## config.mk

```make
export PLATFORM = sky130hd
export DESIGN_NAME = bus_master_ctrl
export DESIGN_NICKNAME = d
export VERILOG_FILES = /design/src/hdl/bus_master_pkg.sv /design/src/hdl/bus_master_ctrl.sv
export SDC_FILE = /design/constraint.sdc
export NUM_CORES = 1
export LEC_CHECK = 0
export CORE_MARGIN = 8
export CORE_UTILIZATION = 65
export DETAILED_ROUTE_END_ITERATION = 10
export DONT_BUFFER_PORTS = 1
export PLACE_DENSITY_LB_ADDON = 0.12
export SLEW_MARGIN = 20
export SYNTH_ARGS = -nofsm -noshare
export SYNTH_HDL_FRONTEND = slang
export SYNTH_SLANG_ARGS = --single-unit
```

## constraint.sdc

```tcl
create_clock -name ref_clk_in -period 4 [get_ports ref_clk_in]
set_clock_uncertainty 0.05 [all_clocks]
set_input_delay 0.2 -clock ref_clk_in [delete_from_list [all_inputs] [get_ports ref_clk_in]]
set_output_delay 0.2 -clock ref_clk_in [all_outputs]
set_load 0.05 [all_outputs]
```

## src/hdl/bus_master_pkg.sv

```systemverilog
// Package with constants and carrier types for the backplane bus master controller
package bus_master_pkg;
  localparam int ADDR_W        = 18;
  localparam int DATA_W        = 16;
  localparam int BYTE_W        = 8;
  localparam int LEVELS        = 5;
  localparam int LVL_DMA       = 4;    // Index of dma level; 3..0 are irq levels 7..4
  localparam int SYNC_STAGES   = 2;
  // I/O page: top 8K of the 256K byte space
  localparam logic [17:0] IO_BASE = 18'h3_E000;
  // Least setup time of address before strobe, in ns, and derived cycles
  localparam int SETUP_NS      = 150;
  localparam int CLK_NS        = 50;
  localparam int SETUP_CYC_RAW = (SETUP_NS + CLK_NS - 1) / CLK_NS;
  localparam logic [3:0] SETUP_CYC = 4'(SETUP_CYC_RAW < 1 ? 1 : SETUP_CYC_RAW);

  typedef enum logic [1:0] {
    OP_READ,
    OP_WRITE_WORD,
    OP_WRITE_BYTE
  } op_e;

  // Request from the user side
  typedef struct packed {
    op_e         op;
    logic [17:0] addr;
    logic [15:0] wdata;
  } req_s;

  // Answer to the user side
  typedef struct packed {
    logic [15:0] rdata;
    logic [7:0]  rbyte;
    logic        parity_err;
    logic        io_space;
  } rsp_s;
endpackage : bus_master_pkg
```

## src/hdl/bus_master_ctrl.sv

```systemverilog
// Clocked bus master: issues strobed word/byte transfers and takes grants
`timescale 1ns/1ps

// Notes on behaviour
// RULE1: Arbiter picks next owner while current owner still transfers; we request early.
// RULE2: Address is driven first, initiator strobe follows after a setup count.
// RULE3: Slave returns read word with reply strobe acting as data strobe and ack.
// RULE4: No timeout; the master waits for the reply strobe indefinitely.
// RULE5: Addresses are 18 bits, one byte each, bit 0 least significant.
// RULE6: Top 8K byte addresses are I/O registers, the lower 248K memory.
// RULE7: Slave reports its internal parity errors on a dedicated line.
// RULE8: No parity is generated or checked on any bus line here.
// RULE9: Reset line, power warning and power down are monitored; we abort on them.
// RULE10: Arbiter grants dma level itself without processor involvement.
// RULE11: Arbiter asks the interrupt service processor before an irq grant.
// RULE12: One processor on the bus services all interrupts.
// RULE13: Word accesses put address bit 0 at zero.
// RULE14: Data words are 16 bits, bit 0 least significant.
// RULE15: Even bytes on bits 7..0, odd bytes on bits 15..8, never justified.
// RULE16: Reads return a whole word; master picks the lane by address bit 0.
// RULE17: Address bit 0 is never asserted on the bus during reads.
// RULE18: On byte write the slave updates only the selected byte.
// RULE19: Byte write drives data on both lanes and asserts address bit 0 correctly.
// RULE20: Word-only slave locations take the whole word on a byte write.
// RULE21: Five request levels, dma highest then irq 7 down to 4.
// RULE22: Grant passes along the chain unless this device wants the bus.
// RULE23: Incoming strobes are synchronised; address and data held while strobing.
module bus_master_ctrl (
  // Clock and reset
  input  wire logic                      ref_clk_in,
  input  wire logic                      reset_in,
  // User request side
  input  wire logic                      req_valid_in,
  input  wire bus_master_pkg::req_s      req_in,
  input  wire logic [3:0]                req_level_in,
  output logic                           req_ready_out,
  output logic                           rsp_valid_out,
  output bus_master_pkg::rsp_s           rsp_out,
  output logic                           aborted_out,
  // Arbitration chain
  input  wire logic [3:0]                irq_level_grant_in,
  input  wire logic                      dma_level_grant_in,
  output logic [3:0]                     irq_level_request_out,
  output logic                           dma_level_request_out,
  output logic [3:0]                     irq_level_grant_out,
  output logic                           dma_level_grant_out,
  // Data transfer bus, open drain style: value, enable, and sampled input
  output logic [17:0]                    addr_out,
  output logic                           addr_oe_out,
  output logic [15:0]                    data_out,
  output logic                           data_oe_out,
  input  wire logic [15:0]               data_in,
  output logic                           write_out,
  output logic                           byte_out,
  output logic                           initiator_strobe_out,
  input  wire logic                      target_reply_strobe_in,
  input  wire logic                      parity_error_in,
  input  wire logic                      busy_in,
  // Initialization and shutdown lines
  input  wire logic                      system_reset_line_in,
  input  wire logic                      power_fail_warning_in,
  input  wire logic                      power_down_line_in
);

  typedef enum logic [2:0] {
    ST_IDLE,
    ST_ARB,
    ST_WAIT_FREE,
    ST_SETUP,
    ST_STROBE,
    ST_RELEASE
  } state_e;

  // Synchronisers for every asynchronous control pin; stage 0 feeds stage 1 only
  localparam int NSYNC = 11;
  logic [NSYNC-1:0] s0_r;
  logic [NSYNC-1:0] s1_r;
  logic [NSYNC-1:0] raw;
  assign raw = {target_reply_strobe_in, parity_error_in, busy_in, system_reset_line_in,
                power_fail_warning_in, power_down_line_in, dma_level_grant_in,
                irq_level_grant_in};
  always_ff @(posedge ref_clk_in) begin
    if (reset_in) begin
      s0_r <= '0;
      s1_r <= '0;
    end else begin
      s0_r <= raw; // RULE23
      s1_r <= s0_r;
    end
  end

  logic       reply_s;
  logic       perr_s;
  logic       busy_s;
  logic       shutdown_s;
  logic       dma_g_s;
  logic [3:0] irq_g_s;
  assign reply_s    = s1_r[10];
  assign perr_s     = s1_r[9];
  assign busy_s     = s1_r[8];
  assign shutdown_s = s1_r[7] | s1_r[6] | s1_r[5]; // RULE9
  assign dma_g_s    = s1_r[4];
  assign irq_g_s    = s1_r[3:0];

  // Data bus sampled every cycle through two stages in step with reply; slave holds it while replying
  logic [15:0] din_s0_r;
  logic [15:0] din_s1_r;
  always_ff @(posedge ref_clk_in) begin
    if (reset_in) begin
      din_s0_r <= 16'h0000;
      din_s1_r <= 16'h0000;
    end else begin
      din_s0_r <= data_in;
      din_s1_r <= din_s0_r;
    end
  end

  state_e                 state_r, state_nxt;
  bus_master_pkg::req_s   cur_r, cur_nxt;
  logic [4:0]             lvl_r, lvl_nxt;
  logic [3:0]             cnt_r, cnt_nxt;
  logic                   rdy_r, rdy_nxt;
  logic                   rv_r, rv_nxt;
  bus_master_pkg::rsp_s   rsp_r, rsp_nxt;
  logic                   ab_r, ab_nxt;
  logic [17:0]            a_r, a_nxt;
  logic                   aoe_r, aoe_nxt;
  logic [15:0]            d_r, d_nxt;
  logic                   doe_r, doe_nxt;
  logic                   wr_r, wr_nxt;
  logic                   by_r, by_nxt;
  logic                   ms_r, ms_nxt;
  logic [4:0]             gout_r, gout_nxt, blk_r, blk_nxt;
  logic                   won;

  // Requested levels that have their grant in; any one of them wins the chain here
  assign won = |(lvl_r & {dma_g_s, irq_g_s});

  // Next-state logic for the master sequence
  always_comb begin
    state_nxt = state_r;
    cur_nxt   = cur_r;
    lvl_nxt   = lvl_r;
    cnt_nxt   = cnt_r;
    rdy_nxt   = 1'b0;
    rv_nxt    = 1'b0;
    rsp_nxt   = rsp_r;
    ab_nxt    = 1'b0;
    a_nxt     = a_r;
    aoe_nxt   = aoe_r;
    d_nxt     = d_r;
    doe_nxt   = doe_r;
    wr_nxt    = wr_r;
    by_nxt    = by_r;
    ms_nxt    = ms_r;
    // Grants not wanted pass on; a won one stays blocked until its synced copy drops
    blk_nxt   = lvl_r | (blk_r & {dma_g_s, irq_g_s});
    gout_nxt  = {dma_g_s, irq_g_s} & ~(lvl_r | blk_r); // RULE22
    unique case (state_r)
      ST_IDLE: begin
        rdy_nxt = !shutdown_s;
        if (req_valid_in && rdy_r && !shutdown_s) begin
          cur_nxt   = req_in;
          rdy_nxt   = 1'b0;
          // Request raised at once so arbitration overlaps a running transfer
          lvl_nxt   = (req_level_in == 4'h0) ? 5'h10 : {1'b0, req_level_in}; // RULE1 RULE21
          state_nxt = ST_ARB;
        end
      end
      ST_ARB: begin
        if (won) begin
          state_nxt = ST_WAIT_FREE; // RULE22
        end
      end
      ST_WAIT_FREE: begin
        // Wait for the previous owner to finish before driving
        if (!busy_s && !reply_s) begin
          lvl_nxt = 5'h00;
          a_nxt   = cur_r.addr;
          if (cur_r.op != bus_master_pkg::OP_WRITE_BYTE) begin
            a_nxt[0] = 1'b0; // RULE13 RULE17
          end
          d_nxt     = cur_r.wdata;
          if (cur_r.op == bus_master_pkg::OP_WRITE_BYTE) begin
            // Same byte on both lanes; slave picks by address bit 0
            d_nxt = cur_r.addr[0] ? {cur_r.wdata[15:8], cur_r.wdata[15:8]}
                                  : {cur_r.wdata[7:0], cur_r.wdata[7:0]}; // RULE15 RULE19
          end
          aoe_nxt   = 1'b1;
          doe_nxt   = (cur_r.op != bus_master_pkg::OP_READ);
          wr_nxt    = (cur_r.op != bus_master_pkg::OP_READ);
          by_nxt    = (cur_r.op == bus_master_pkg::OP_WRITE_BYTE);
          cnt_nxt   = bus_master_pkg::SETUP_CYC;
          state_nxt = ST_SETUP;
        end
      end
      ST_SETUP: begin
        cnt_nxt = cnt_r - 4'h1;
        if (cnt_r == 4'h1) begin
          ms_nxt    = 1'b1; // RULE2
          state_nxt = ST_STROBE;
        end
      end
      ST_STROBE: begin
        // Wait as long as the slave needs; address and data are held
        if (reply_s) begin // RULE4 RULE3
          ms_nxt           = 1'b0;
          rsp_nxt.rdata    = din_s1_r; // RULE14
          rsp_nxt.rbyte    = cur_r.addr[0] ? din_s1_r[15:8] : din_s1_r[7:0]; // RULE16
          rsp_nxt.parity_err = perr_s; // RULE7 RULE8
          rsp_nxt.io_space = (cur_r.addr >= bus_master_pkg::IO_BASE); // RULE5 RULE6
          rv_nxt           = 1'b1;
          state_nxt        = ST_RELEASE;
        end
      end
      ST_RELEASE: begin
        // Hold lines until the slave drops its reply
        if (!reply_s) begin
          aoe_nxt   = 1'b0;
          doe_nxt   = 1'b0;
          wr_nxt    = 1'b0;
          by_nxt    = 1'b0;
          state_nxt = ST_IDLE;
        end
      end
    endcase
    // Shutdown lines abort whatever is running and release the bus
    if (shutdown_s && state_r != ST_IDLE) begin // RULE9
      state_nxt = ST_IDLE;
      lvl_nxt   = 5'h00;
      aoe_nxt   = 1'b0;
      doe_nxt   = 1'b0;
      wr_nxt    = 1'b0;
      by_nxt    = 1'b0;
      ms_nxt    = 1'b0;
      rv_nxt    = 1'b0;
      ab_nxt    = 1'b1;
    end
  end

  // Registers of the master sequence
  always_ff @(posedge ref_clk_in) begin
    if (reset_in) begin
      state_r <= ST_IDLE;
      cur_r   <= '0;
      lvl_r   <= 5'h00;
      cnt_r   <= 4'h0;
      rdy_r   <= 1'b0;
      rv_r    <= 1'b0;
      rsp_r   <= '0;
      ab_r    <= 1'b0;
      a_r     <= 18'h0_0000;
      aoe_r   <= 1'b0;
      d_r     <= 16'h0000;
      doe_r   <= 1'b0;
      wr_r    <= 1'b0;
      by_r    <= 1'b0;
      ms_r    <= 1'b0;
      gout_r  <= 5'h00;
      blk_r   <= 5'h00;
    end else begin
      state_r <= state_nxt;
      cur_r   <= cur_nxt;
      lvl_r   <= lvl_nxt;
      cnt_r   <= cnt_nxt;
      rdy_r   <= rdy_nxt;
      rv_r    <= rv_nxt;
      rsp_r   <= rsp_nxt;
      ab_r    <= ab_nxt;
      a_r     <= a_nxt;
      aoe_r   <= aoe_nxt;
      d_r     <= d_nxt;
      doe_r   <= doe_nxt;
      wr_r    <= wr_nxt;
      by_r    <= by_nxt;
      ms_r    <= ms_nxt;
      gout_r  <= gout_nxt;
      blk_r   <= blk_nxt;
    end
  end

  // Outputs straight from flip-flops
  assign req_ready_out         = rdy_r;
  assign rsp_valid_out         = rv_r;
  assign rsp_out               = rsp_r;
  assign aborted_out           = ab_r;
  assign dma_level_request_out = lvl_r[4];
  assign irq_level_request_out = lvl_r[3:0];
  assign dma_level_grant_out   = gout_r[4];
  assign irq_level_grant_out   = gout_r[3:0];
  assign addr_out              = a_r;
  assign addr_oe_out           = aoe_r;
  assign data_out              = d_r;
  assign data_oe_out           = doe_r;
  assign write_out             = wr_r;
  assign byte_out              = by_r;
  assign initiator_strobe_out  = ms_r;

endmodule : bus_master_ctrl

```

# == After elaboration in Yosys (flattened, before gate mapping) ==
# Cells that the tools add are included.
# totals
ff_bits,179
in_bits,70
wordCells,107
# classes
addsub,1
magnitude_cmp,1
eq_ne,14
n_mux,29
n_bitwise,10
n_reduce_logical,27
# ops
cell,count
two-way mux 16 bit,2
>= comparator 18 bit (second input constant),1
two-way mux 3 bit,6
one-hot mux 3 bit (6 select lines),1
bitwise AND 5 bit,3
two-way mux 5 bit,3
inequality test 2 bit (second input constant),7
OR 5 bit,2
one-hot mux 5 bit (2 select lines),1
nonzero test 2 bit,5
two-way mux 1 bit,9
AND reduction 3 bit,3
two-way mux 8 bit,1
one-hot mux 1 bit (2 select lines),4
one-hot mux 4 bit (2 select lines),1
AND reduction 2 bit,4
== test 3 x 2 -> 1 bit (second input constant),2
== test 3 bit (second input constant),2
AND reduction 6 bit,1
OR reduction 3 bit,2
inverter 5 bit,1
OR reduction 5 bit,1
== test 4 x 1 -> 1 bit (second input constant),1
logical AND 1 bit,4
other kinds (11),15

# == Longest topological paths before layout ==
# depth
ltp_word,6
mapped_depth,8
ltp_nobuf,7

# == Least setup slack after synthesis ==
# No wires, ideal clock.
# synth_path
path_kind,register to register
from,register lvl_r[3]
to,register state_r[0]
arrival_time_ns,1.545
required_time_ns,3.863
path_slack_ns,2.318
stages_incl_launch_ff,6
path_buffers,0
period_less_slack_ns,1.682
cell_sequence,dfxtp_1 a222oi_1 and3_1 o21ai_0 nand2_1 o31ai_1
# synth_between
elab_chain_cells,4
# synth_rtl
item,line_no,text
"start, declared",bus_master_ctrl.sv:120,"logic [4:0] lvl_r, lvl_nxt;"
"start signal, assigned",bus_master_ctrl.sv:264,lvl_r <= lvl_nxt;
bitwise AND 5 bit,bus_master_ctrl.sv:137,"assign won = |(lvl_r & {dma_g_s, irq_g_s});"
OR reduction 5 bit,bus_master_ctrl.sv:137,
inequality test 2 bit (no line),-,
AND reduction 6 bit (no line),-,
"end signal, assigned",bus_master_ctrl.sv:262,state_r <= state_nxt;
"end, declared",bus_master_ctrl.sv:118,"state_e state_r, state_nxt;"
# No other way between the ends.
# A chain may end at the register's enable or synchronous reset.

# == Worst setup path in the final report ==
# layout_path
from,register state_r[0]
to,register cur_r[33] in the netlist's numbering
# layout_between
elab_chain_cells,2
# layout_rtl
item,line_no,text
zero test 3 bit,bus_master_ctrl.sv:159,unique case (state_r)
AND reduction 2 bit (no line),-,
"end signal, assigned",bus_master_ctrl.sv:263,cur_r <= cur_nxt;
"end, declared",bus_master_ctrl.sv:119,"bus_master_pkg::req_s cur_r, cur_nxt;"
# No other way between the ends.

==> summary.md <==
| Metric | Value |
|---|---|
| Dpl hpwl | between 9000 and 10000 µm |
| Clock Pin Slew Worst Setup and Hold Paths | around 70 ps |
| Dpl ws | ~1800 ps |
| Cell chain of the critical path | nor3_1 -> nand2_1 -> nor2_4 -> nand2_1 -> a21oi_1 |
| DRC | 0 |
| Placed cells | approximately 800 |
| Relative max-transition margin | approximately 28% |
| P per Cell Area | between 500 and 600 nW/µm² |
| CTS tree | built |
| Clk buf depth | 2 |
| CORE AREA | between 9000 and 10000 µm² |
| Final setup viols | 0 |
| Die area | 13060 µm² |
| Post-synth ARST share | 0% |
| Vias/cell | 5.586 |
| CP Class | register to register |
| Cell variety after synth | 42 |
| Fill cells | 629 |
| Initial antenna violation count | 0 |
| Worst EP arrival | roughly 2800 ps |
| Status | complete, no violations |
| Minimum clock period | 2413 ps |
| First DRT Iteration DRCs | 341 |
| Commonest non-fill, non-tap cell in the layout | dfxtp_1 |
| Most frequent cells in the layout | dfxtp_1 (179), nand2_1 (159), a21oi_1 (90), dlygate4sd3_1 (68), nor2b_1 (56) |
| GR Overflow Total | 0 |
| Main synth FF type | dfxtp_1 |
| Final Hold Viols | 0 |
| Via count | around 4900 |
| Placement Cell Area | ~6300 µm² |
| Hold Path Class | input port to register |
| Critical Path Start Type | register |
| Synth Area per Inst | between 9 and 10 µm² |
| Clock Tree Root | clkbuf_8 |
| Antenna Violating Nets Remaining | 0 |
| Crit share post-route | approximately three fifths |
| Horiz. Die Dim | between 100 and 150 µm |
| Setup ws final | 1587 ps |
| WL final | between 10000 and 15000 µm |
| Post-synth net total | around 770 |
| H-Tree Level Count | 4 |
| CTS Buf Count | 17 |
| Post-cts repair resize count | 0 |
| Fin. max-slew vios | 0 |
| Critical-path top delay cell | nor2_4 |
| Mapped Area | approximately 6300 µm² |
| Wire per inst | roughly 17 µm |
| RSZ-0062 raised after global routing | no |
| CP peak stage delay | between 700 and 800 ps |
| Post-synthesis sequential area ratio | between 50% and 60% |
| Starting Density | around 65% |
| Worst skew pair latency | 530 ps |
| Buffers on Ports | 0 |
| Gate Count Post-Synth | 694 |
| Standard-cell rows | 36 |
| First-pass GRT wire length | between 20000 and 25000 µm |
| Die Ht | between 100 and 150 µm |
| Max Cap Viol | 0 |
| CP Max Fanout | 41 |
| Post-synth EDFFs | 0 |
| Total Neg Setup Slack | 0 ps |
| Achievable frequency | around 410 MHz |
| Crit path required time | around 4400 ps |
| Top cell by count, worst path | nand2_1 |
| Routability cong. | roughly 0.78 |
| Largest net degree at the start of global routing | around 170 |
| Number of buffers and inverters on the critical path | 0 |
| Clk sinks | between 150 and 200 |
| Post-route cell area | approximately 7600 µm² |
| Crit end category | register |
| Synth Register Bits | approximately 180 |
| N_diodes | 0 |
| Pleak | 0.002553 µW |
| GRT Total Usage | between 20% and 30% |
| Total of warnings raised by yosys | 0 |
| Area added between synthesis and finish | 20.37% |
| Ports | roughly 150 |
| IR drop worst, VDD | approximately 450 µV |
| Worst-margin pin slew | around 1100 ps |
| Router iterations before antenna repair | 5 |
| Non-Filler Instances | slightly below 900 |
| Share of layout cells above drive strength 1 | 6.516% |
| Nets | 812 |
| Number of global-route vias before repair | ~4800 |
| Cell family with most CP delay | simple AND/OR/NAND/NOR gates |
cell usage after synthesis, drive strengths merged, types with 7 or more instances:
master | n | area [µm²]
a21oi | 90 | 450.4
mux2i | 16 | 160.2
buf | 21 | 122.6
nand2 | 159 | 596.8
nor3 | 12 | 76.33
inv | 7 | 26.28
nor2b | 56 | 350.3
a211oi | 17 | 127.6
a311oi | 10 | 125.1
clkbuf | 27 | 101.4
dfxtp | 179 | 3583
nor2 | 42 | 157.7
nand3 | 16 | 80.08
path summary, 6_finish.rpt:
kind,start,endpoint,slack [ps],cells after the start
max,state_r[0],cur_r[33],1590,5
min,reset_in,lvl_r[0],3,2
max reg2reg,state_r[0],cur_r[33],1590,5
min reg2reg,blk_r[1],gout_r[1],370,1
worst register-to-register path, cell delays in order, from the launching register on:
cell,delay (ps)
dfxtp_1,460
nor3_1,470
nand2_1,210
nor2_4,720
nand2_1,210
a21oi_1,220
layer usage:
metal | part of all wire, % | global-route usage (%) | up-vias | wire, µm
li1 | - | - | 2411 | -
met5 | 0 | 0 | - | 0
met2 | 50 | 39.27 | 208 | 7547
met1 | 38 | 25.41 | 2288 | 5705
met4 | 2.7 | 10.83 | 0 | 397
met3 | 8.8 | 7.911 | 37 | 1324
flip-flops by register name, summed over array words and instances, names as in the netlist, 3 cells and up:
signal,count
cur_r,36
rsp_out,26
addr_out,18
data_out,16
din_s0_r,16
din_s1_r,16
s0_r,11
s1_r,11
blk_r,5
gout_r,5
lvl_r,5
cnt_r,4
state_r,3
stage by stage:
stage	utilization (%)	total power [µW]	hold slack, ps
2_1_floorplan	-	2227	278.2
3_3_place_gp	65.21	2243	237.0
3_5_place_dp	65.36	2259	235.8
4_1_cts	78.60	3887	93.46
5_1_grt	78.76	4023	16.16
6_report	78.76	3886	2.745
cells by family after synthesis:
logic type | synth area share, %
multiplexers | 2.731
adder cells (fa/ha/maj) | 0.5980
XOR/XNOR | 0.1396
flip-flops | 57.09
AND/OR/NAND/NOR | 22.68
buffers and inverters | 3.987
AO/OA/AOI/OAI | 12.78
cell type report:
cell class / instances / area [µm²] / area share (%)
flip-flops and latches: 179 / 3583 / 47.43
multi-input cells: 460 / 2461 / 32.57
well taps: 133 / 166.4 / 2.202
repair buffers: 74 / 757.0 / 10.02
clock inverters: 14 / 143.9 / 1.904
inverters: 7 / 26.28 / 0.3477
clock buffers: 18 / 417.9 / 5.531
repair_timing:
item / 4_1_cts / 5_1_grt
hold buffers: 69 / 0
hold endpoints to repair: 171 / 0
setup buffers: 0 / 0
endpoints found under the setup margin: 0 / 0
where the power goes:
| group | switching (µW) | internal, µW | leakage [µW] |
|---|---|---|---|
| Sequential | 129 | 1860 | 0.00146 |
| Combinational | 187 | 142 | 0.000828 |
| Clock | 723 | 847 | 0.000269 |
No activity file was read; power rests on OpenSTA's default activity.
